### config.mk
export PLATFORM = sky130hd
export DESIGN_NAME = lss_regs
export DESIGN_NICKNAME = d
export VERILOG_FILES = /design/src/lss_pkg.sv /design/src/lss_flag.sv /design/src/lss_regs.sv
export SDC_FILE = /design/constraint.sdc
export NUM_CORES = 1
export LEC_CHECK = 0
export ABC_CLOCK_PERIOD_IN_PS = 3350
export BUFFER_PORTS_ARGS = -buffer_cell sky130_fd_sc_hd__buf_2
export CELL_PAD_IN_SITES_DETAIL_PLACEMENT = 0
export CELL_PAD_IN_SITES_GLOBAL_PLACEMENT = 1
export CORE_MARGIN = 2
export CORE_UTILIZATION = 43
export DETAILED_ROUTE_END_ITERATION = 7
export MAX_ROUTING_LAYER = met4
export PLACE_DENSITY = 0.93
export RECOVER_POWER = 100
export SYNTH_ARGS = -nofsm -noshare
export SYNTH_HDL_FRONTEND = slang
export SYNTH_SLANG_ARGS = --single-unit
### constraint.sdc
create_clock -name mclk -period 3.35 [get_ports mclk]
set_input_delay 0 -clock mclk [delete_from_list [all_inputs] [get_ports mclk]]
set_output_delay 0 -clock mclk [all_outputs]
set_load 0.02 [all_outputs]
### src/lss_pkg.sv
/*
 * lss_pkg: offsets, field positions and reset values of the L1 PM
 * substates and sideband configuration register bank.
 * Assumes a 12-bit configuration-space byte address with aligned dword access.
 */
package lss_pkg;

	// ==================================================================
	// register offsets (byte addresses in configuration space)
	localparam logic [11:0] OFS_CAP_HDR = 12'h240;
	localparam logic [11:0] OFS_CAP = 12'h244;
	localparam logic [11:0] OFS_CTL1 = 12'h248;
	localparam logic [11:0] OFS_CTL2 = 12'h24C;
	localparam logic [11:0] OFS_LINK_STATE = 12'h33C;
	localparam logic [11:0] OFS_HOT_LINK = 12'h340;
	localparam logic [11:0] OFS_SIDEBAND = 12'h344;
	localparam logic [11:0] OFS_CFC_EN = 12'h350;
	localparam logic [11:0] OFS_CFC_THR = 12'h354;

	// ==================================================================
	// capability header contents
	localparam logic [15:0] CAP_ID = 16'h001E;
	localparam logic [3:0] CAP_VER = 4'h1;
	localparam logic [11:0] CAP_NEXT = 12'h000;

	// ==================================================================
	// field positions
	localparam int CAP_PCI11_BIT = 1;
	localparam int CAP_ASPM11_BIT = 3;
	localparam int CAP_L1PM_BIT = 4;
	localparam int CTL_PCI11_BIT = 1;
	localparam int CTL_ASPM11_BIT = 3;
	localparam int SB_PROTO_BIT = 0;
	localparam int SB_ADDR_LSB = 1;
	localparam int SB_PEC_DIS_BIT = 9;
	localparam int SB_PEC_FAIL_BIT = 29;
	localparam int SB_UNSUP_BIT = 30;
	localparam int CFC_P1_BIT = 1;
	localparam int CFC_P2_BIT = 2;

	// ==================================================================
	// values after reset
	localparam logic RST_CAP_PCI11 = 1'b1;
	localparam logic RST_CAP_ASPM11 = 1'b0;
	localparam logic RST_CAP_L1PM = 1'b1;
	localparam logic RST_CTL = 1'b0;
	localparam logic [7:0] RST_LINK_STATE = 8'h00;
	localparam logic [15:0] RST_HOTPLUG = 16'h0000;
	localparam logic [15:0] RST_LINK_LAYER = 16'h0004;
	localparam logic RST_SB_PROTO = 1'b1;
	localparam logic [3:0] RST_SB_ADDR_HI = 4'hD;
	localparam logic [2:0] RST_SB_ADDR_LO = 3'h0;
	localparam logic RST_PEC_DIS = 1'b1;
	localparam logic [1:0] RST_CFC_EN = 2'h0;
	localparam logic [15:0] RST_THR_X1 = 16'h0080;
	localparam logic [15:0] RST_THR_X2 = 16'h0200;

	// number of sticky sideband error flags
	localparam int NUM_FLAGS = 2;

endpackage

### src/lss_flag.sv
/*
 * lss_flag: one sticky status flag, set by a hardware event and
 * cleared by a write of one from software.
 * Assumes set and clr are synchronous single-cycle strobes on mclk.
 */
`timescale 1ns/1ps

module lss_flag (
	input wire logic mclk,
	input wire logic reset_n,
	input wire logic set,
	input wire logic clr,
	output logic flag_q
);

	// ==================================================================
	// sticky bit
	// set beats clear so an event landing on the clearing write survives
	always_ff @(posedge mclk or negedge reset_n) begin
		if (!reset_n) begin
			flag_q <= 1'b0; // cleared flag after reset
		end else if (set) begin
			flag_q <= 1'b1;
		end else if (clr) begin
			flag_q <= 1'b0;
		end
	end

endmodule

### src/lss_regs.sv
/*
 * lss_regs: L1 PM substates capability, sideband control and completion
 * flow-control register bank, reached over a simple config access port.
 * Assumes cfg_req is a one-cycle strobe on mclk, preload and events come
 * from the sideband/EEPROM loader, and strap_addr is stable at reset release.
 */
`timescale 1ns/1ps

module lss_regs (
	input wire logic mclk,
	input wire logic reset_n,
	input wire logic cfg_req,
	input wire logic cfg_we,
	input wire logic [11:0] cfg_addr,
	input wire logic [3:0] cfg_be,
	input wire logic [31:0] cfg_wdata,
	output logic cfg_ack_q,
	output logic [31:0] cfg_rdata_q,
	input wire logic preload_valid,
	input wire logic [2:0] preload_cap,
	input wire logic [7:0] preload_link_state,
	input wire logic [15:0] preload_hotplug,
	input wire logic [15:0] preload_link_layer,
	input wire logic [2:0] strap_addr,
	input wire logic pec_fail_evt,
	input wire logic unsup_cmd_evt,
	output logic ctl_pci11_en_q,
	output logic ctl_aspm11_en_q,
	output logic sb_smbus_mode_q,
	output logic [6:0] sb_slave_addr_q,
	output logic sb_pec_check_en_q,
	output logic [1:0] cfc_port_en_q,
	output logic [15:0] cfc_thr_x1_q,
	output logic [15:0] cfc_thr_x2_q
);

	// ==================================================================
	// state of the bank
	typedef struct packed {
		logic ack;
		logic [31:0] rdata;
		logic cap_pci11;
		logic cap_aspm11;
		logic cap_l1pm;
		logic ctl_pci11;
		logic ctl_aspm11;
		logic [7:0] link_state;
		logic [15:0] hotplug;
		logic [15:0] link_layer;
		logic sb_proto;
		logic [6:0] sb_addr;
		logic pec_dis;
		logic pec_chk;
		logic [1:0] cfc_en;
		logic [15:0] thr_x1;
		logic [15:0] thr_x2;
		logic strap_done;
	} lss_state_t;

	lss_state_t s_q;
	lss_state_t s_d;
	logic [lss_pkg::NUM_FLAGS-1:0] flag_set;
	logic [lss_pkg::NUM_FLAGS-1:0] flag_clr;
	logic [lss_pkg::NUM_FLAGS-1:0] flag_q;
	logic [31:0] wmask;
	logic wr_hit_sb;

	// ==================================================================
	// decode helpers
	function automatic logic hit(input logic [11:0] a, input logic [11:0] ofs);
		hit = (a[11:2] == ofs[11:2]);
	endfunction

	// byte-enable mask; reserved bits drop out where fields are picked
	assign wmask = {{8{cfg_be[3]}}, {8{cfg_be[2]}}, {8{cfg_be[1]}}, {8{cfg_be[0]}}};
	assign wr_hit_sb = cfg_req && cfg_we && hit(cfg_addr, lss_pkg::OFS_SIDEBAND);

	// ==================================================================
	// sticky error flags: bit 0 packet error, bit 1 unsupported command
	// a failure is only counted while checking is enabled
	assign flag_set[0] = pec_fail_evt && !s_q.pec_dis;
	assign flag_set[1] = unsup_cmd_evt;
	assign flag_clr[0] = wr_hit_sb && cfg_be[3] && cfg_wdata[lss_pkg::SB_PEC_FAIL_BIT];
	assign flag_clr[1] = wr_hit_sb && cfg_be[3] && cfg_wdata[lss_pkg::SB_UNSUP_BIT];

	genvar gi;
	generate
		for (gi = 0; gi < lss_pkg::NUM_FLAGS; gi++) begin : g_flag
			lss_flag lss_flag_inst (
				.mclk(mclk),
				.reset_n(reset_n),
				.set(flag_set[gi]),
				.clr(flag_clr[gi]),
				.flag_q(flag_q[gi])
			);
		end
	endgenerate

	// ==================================================================
	// next-state logic: read mux, writes, preload, strap capture
	always_comb begin
		logic [31:0] rd;
		logic [31:0] nw;
		rd = 32'h0000_0000;
		nw = 32'h0000_0000;
		s_d = s_q;
		s_d.ack = cfg_req;
		// read mux; unlisted bits stay zero
		if (hit(cfg_addr, lss_pkg::OFS_CAP_HDR)) begin
			rd = {lss_pkg::CAP_NEXT, lss_pkg::CAP_VER, lss_pkg::CAP_ID};
		end else if (hit(cfg_addr, lss_pkg::OFS_CAP)) begin
			rd[lss_pkg::CAP_PCI11_BIT] = s_q.cap_pci11;
			rd[lss_pkg::CAP_ASPM11_BIT] = s_q.cap_aspm11;
			rd[lss_pkg::CAP_L1PM_BIT] = s_q.cap_l1pm;
		end else if (hit(cfg_addr, lss_pkg::OFS_CTL1)) begin
			rd[lss_pkg::CTL_PCI11_BIT] = s_q.ctl_pci11;
			rd[lss_pkg::CTL_ASPM11_BIT] = s_q.ctl_aspm11;
		end else if (hit(cfg_addr, lss_pkg::OFS_CTL2)) begin
			rd = 32'h0000_0000;
		end else if (hit(cfg_addr, lss_pkg::OFS_LINK_STATE)) begin
			rd[7:0] = s_q.link_state;
		end else if (hit(cfg_addr, lss_pkg::OFS_HOT_LINK)) begin
			rd = {s_q.link_layer, s_q.hotplug};
		end else if (hit(cfg_addr, lss_pkg::OFS_SIDEBAND)) begin
			rd[lss_pkg::SB_PROTO_BIT] = s_q.sb_proto;
			rd[lss_pkg::SB_ADDR_LSB +: 7] = s_q.sb_addr;
			rd[lss_pkg::SB_PEC_DIS_BIT] = s_q.pec_dis;
			rd[lss_pkg::SB_PEC_FAIL_BIT] = flag_q[0];
			rd[lss_pkg::SB_UNSUP_BIT] = flag_q[1];
		end else if (hit(cfg_addr, lss_pkg::OFS_CFC_EN)) begin
			rd[lss_pkg::CFC_P1_BIT] = s_q.cfc_en[0];
			rd[lss_pkg::CFC_P2_BIT] = s_q.cfc_en[1];
		end else if (hit(cfg_addr, lss_pkg::OFS_CFC_THR)) begin
			rd = {s_q.thr_x2, s_q.thr_x1};
		end
		// writes return zero data; unmapped reads return zero as well
		s_d.rdata = (cfg_req && !cfg_we) ? rd : 32'h0000_0000;
		// merged write word; read-only words and reserved bits are never taken
		nw = (rd & ~wmask) | (cfg_wdata & wmask);
		if (cfg_req && cfg_we) begin
			if (hit(cfg_addr, lss_pkg::OFS_CTL1)) begin
				s_d.ctl_pci11 = nw[lss_pkg::CTL_PCI11_BIT];
				s_d.ctl_aspm11 = nw[lss_pkg::CTL_ASPM11_BIT];
			end
			if (hit(cfg_addr, lss_pkg::OFS_SIDEBAND)) begin
				s_d.sb_proto = nw[lss_pkg::SB_PROTO_BIT];
				s_d.sb_addr = nw[lss_pkg::SB_ADDR_LSB +: 7];
				s_d.pec_dis = nw[lss_pkg::SB_PEC_DIS_BIT];
			end
			if (hit(cfg_addr, lss_pkg::OFS_CFC_EN)) begin
				s_d.cfc_en = {nw[lss_pkg::CFC_P2_BIT], nw[lss_pkg::CFC_P1_BIT]};
			end
			if (hit(cfg_addr, lss_pkg::OFS_CFC_THR)) begin
				s_d.thr_x1 = nw[15:0];
				s_d.thr_x2 = nw[31:16];
			end
		end
		// loader replaces read-only defaults; software cannot touch them
		if (preload_valid) begin
			s_d.cap_pci11 = preload_cap[0];
			s_d.cap_aspm11 = preload_cap[1];
			s_d.cap_l1pm = preload_cap[2];
			s_d.link_state = preload_link_state;
			s_d.hotplug = preload_hotplug;
			s_d.link_layer = preload_link_layer;
		end
		// straps are caught on the first edge after reset release
		if (!s_q.strap_done) begin
			s_d.sb_addr[2:0] = strap_addr;
			s_d.strap_done = 1'b1;
		end
		// check-enable kept in its own flop so the output needs no gate
		s_d.pec_chk = !s_d.pec_dis;
	end

	// ==================================================================
	// state register; reset takes constants only
	always_ff @(posedge mclk or negedge reset_n) begin
		if (!reset_n) begin
			s_q.ack <= 1'b0;
			s_q.rdata <= 32'h0000_0000;
			s_q.cap_pci11 <= lss_pkg::RST_CAP_PCI11;
			s_q.cap_aspm11 <= lss_pkg::RST_CAP_ASPM11;
			s_q.cap_l1pm <= lss_pkg::RST_CAP_L1PM;
			s_q.ctl_pci11 <= lss_pkg::RST_CTL;
			s_q.ctl_aspm11 <= lss_pkg::RST_CTL;
			s_q.link_state <= lss_pkg::RST_LINK_STATE;
			s_q.hotplug <= lss_pkg::RST_HOTPLUG;
			s_q.link_layer <= lss_pkg::RST_LINK_LAYER;
			s_q.sb_proto <= lss_pkg::RST_SB_PROTO;
			s_q.sb_addr <= {lss_pkg::RST_SB_ADDR_HI, lss_pkg::RST_SB_ADDR_LO};
			s_q.pec_dis <= lss_pkg::RST_PEC_DIS;
			s_q.pec_chk <= !lss_pkg::RST_PEC_DIS;
			s_q.cfc_en <= lss_pkg::RST_CFC_EN;
			s_q.thr_x1 <= lss_pkg::RST_THR_X1;
			s_q.thr_x2 <= lss_pkg::RST_THR_X2;
			s_q.strap_done <= 1'b0;
		end else begin
			s_q <= s_d;
		end
	end

	// ==================================================================
	// outputs, each straight from a flop
	assign cfg_ack_q = s_q.ack;
	assign cfg_rdata_q = s_q.rdata;
	assign ctl_pci11_en_q = s_q.ctl_pci11;
	assign ctl_aspm11_en_q = s_q.ctl_aspm11;
	assign sb_smbus_mode_q = s_q.sb_proto;
	assign sb_slave_addr_q = s_q.sb_addr;
	assign sb_pec_check_en_q = s_q.pec_chk; // own flop, mirrors bit 9 inverted
	assign cfc_port_en_q = s_q.cfc_en;
	assign cfc_thr_x1_q = s_q.thr_x1;
	assign cfc_thr_x2_q = s_q.thr_x2;
endmodule

==> out/metrics.yaml <==
cp_slowest_cell: "nor3_1"
postRouteAntennaNets: 0
min_from: "cfg_wdata[3]"
vias_per_cell: 5.19
yosysMostFrequentCell: "dfrtp_1"
h-tree-depth: 4
rsz0062_at_grt: "false"
dieArea_um2: 14800
dr.pass1.iters: 5
port_buffers: 176
status: "finished with violations"
drcViolationCount: 0
fp.dieW_um: 122
cpPeakStageDelay_ns: 0.90
syn_area_per_cell_um2: 11.1
end_kind: "register"
final.setup.worst_slack_ns: 0.583
synth_area_leaders: "dfrtp_1, mux2_2, buf_4"
syn-num-nets: 637
grt_pass1_vias: 4859
critical_path.top_delay_family: "simple AND/OR/NAND/NOR gates"
p_leak_nw: 3.45
synth_area_um2: 5940
nets: 830
clock_path_buffers: 2
p_per_area_nw_per_um2: 483
drtIter0Drc: 310
vias: 4768
synth_top_area_frac: 0.484
grt_pass1_wl_um: 25100
coreArea_um2: 13300
cpMostUsedCell: "clkbuf_1"
critical_path_class: "primary input to register"
post-route-min-period_ns: 2.77
drive_above_1_share: 0.272
path_clk_slew_ns: 0.05
slew-limit-headroom: -0.810
antenna_found_initial: 0
netlist_instances: 536
hold_path_class: "primary input to register"
tritoncts: "yes"
postSynth.asyncResetShare: 1.00
cts.sinks: 125
tns_ns: 0
insertion_delay_ns: 0.41
synth_top_area_cell: "dfrtp_1"
area_growth_syn_to_layout_pct: 30.7
ioPinCount: 179
ys_warn_count: 0
die_h_um: 122
synth_top_flop_cell: "dfrtp_1"
yosysSeqAreaShare: 0.528
cap_violations: 2
antenna_cells: 0
critPathLaunchType: "primary input"
peakVddDrop_v: 0.000406
grt_use_total: 0.232
cts_root_buffer: "clkbuf_16"
gp_congestion: 0.902
grt_overflow: 0
initial_core_util: 0.445
hold_viol: 0
setup_viol: 0
numCtsBuffers: 17
clock_skew_ns: 0.00814
fmax_mhz: 361
routed_wl_um: 16400
synth_enable_flop_cells: 0
violations: "capacitance limit, slew limit"
fin_crit_sh: 0.826
synth_commonest_cells: "dfrtp_1, buf_4, mux2_2"
critPathArrivalTime_ns: 3.06
rows: 42
grt_max_degree: 73
yosys.cell_types.count: 53
hpwl_um: 10800
slew_viol_final: 120
worstSetupStartpoint: "cfg_addr[4]"
required_ns: 3.64
tightest_slew_ns: 2.72
wl_per_cell_um: 17.8
path_cells: "clkbuf_1 > nor3_1 > and4_1 > clkbuf_1 > nand3_1 > a21o_1 > dlygate4sd3_1"
whs_ns: 0.0245
path_max_fanout: 15
ys_ff_latch: 125
place_worst_setup_slack_ns: 0.755
crit_buf_inv: 3
## final timing paths
path                       depth (start not counted)                        endpoint  slack [ns]
setup / recovery                                   7  g_flag[1].lss_flag_inst.flag_q        0.58
hold / removal                                     4                 ctl_aspm11_en_q        0.02
setup reg to reg                                   7                 cfc_thr_x1_q[9]        1.47
hold reg to reg                                    1                         s_q[76]        0.51
max in group asynchronous                          3                 cfc_thr_x2_q[9]        1.60
min in group asynchronous                          2               sb_pec_check_en_q        0.63
## placed cells by master, fill, tap and decap left out, types with 4 or more instances in the layout
cell,n
dfrtp_1,115
nor2_1,51
buf_2,92
mux2i_1,4
nand3_1,6
a21oi_1,29
dlygate4sd3_1,86
clkbuf_8,4
inv_1,12
clkbuf_1,91
nand2_1,26
nand2b_1,11
o21ai_0,17
mux2_2,64
buf_4,5
a222oi_1,5
a22oi_1,20
nor2b_1,5
nor4b_1,5
nor4_1,10
dfstp_2,10
clkbuf_16,17
## cells by family (layout without fill, tap and decap cells)
| logic type | count (synthesis) | after routing | synth area share |
|---|---|---|---|
| simple gates | 137 | 137 | 0.119 |
| flops | 125 | 125 | 0.528 |
| buf+inv | 109 | 315 | 0.117 |
| compound gates | 95 | 95 | 0.104 |
| mux | 69 | 69 | 0.131 |
| other cells | 1 | 1 | 0.000631 |
## repair_timing
| item | in CTS | in global routing |
|---|---|---|
| setup buffers | 0 | 0 |
| gates resized for setup | 0 | 0 |
| hold endpoints to repair | 151 | 0 |
| hold buffers | 86 | 0 |
## stage by stage
stage               cell area [um2]  total power, mW  instances   util
CTS                            7920             3.78        918  0.594
global placement               6480             1.89        800  0.485
finish                         7770             3.75        918  0.582
detailed placement             6480             1.91        800  0.485
global route                   7770             3.90        918  0.582
floorplan                      5940             1.77        536      -
## state kept, by name (all words and copies together), names as in the netlist, 2 cells and up, named ones only
name,count
cfc_thr_x1_q,16
cfc_thr_x2_q,16
sb_slave_addr_q,7
cfg_rdata_q,32
cfc_port_en_q,2
s_q,44
g_flag.lss_flag_inst.flag_q,2
## report_power, final
group	leakage (nW)	switching, mW	internal (mW)	total [mW]
logic	1.58	0.161	0.179	0.339
registers	1.59	0.0375	1.58	1.61
clock network	0.284	0.627	1.17	1.80
total	3.45	0.825	2.93	3.75
## routing by layer
layer,vias up,wire (um),global-route usage
met5,-,0,-
met4,0,248,0.0704
met3,23,1200,0.0698
met2,192,7870,0.362
met1,2360,7050,0.293
li1,2193,-,-
## worst reg2reg max path, delay by kind of cell (launching register included)
kind	cells	cell delay (ns)
DFF	1	0.54
and+or+nand+nor	3	0.15
AOI/OAI and AO/OA	3	0.55
buffers and inverters	1	0.59
## layout make-up
type / instances / area (um2)
Timing Repair Buffer: 271 / 1710
Sequential cell: 125 / 3140
Fill cell: 1183 / 5580
Clock inverter: 6 / 82.6
Inverter: 12 / 45.0
Clock buffer: 26 / 499
Multi-Input combinational cell: 302 / 2080
Tap cell: 176 / 220
No activity file was read; power rests on OpenSTA's default activity.
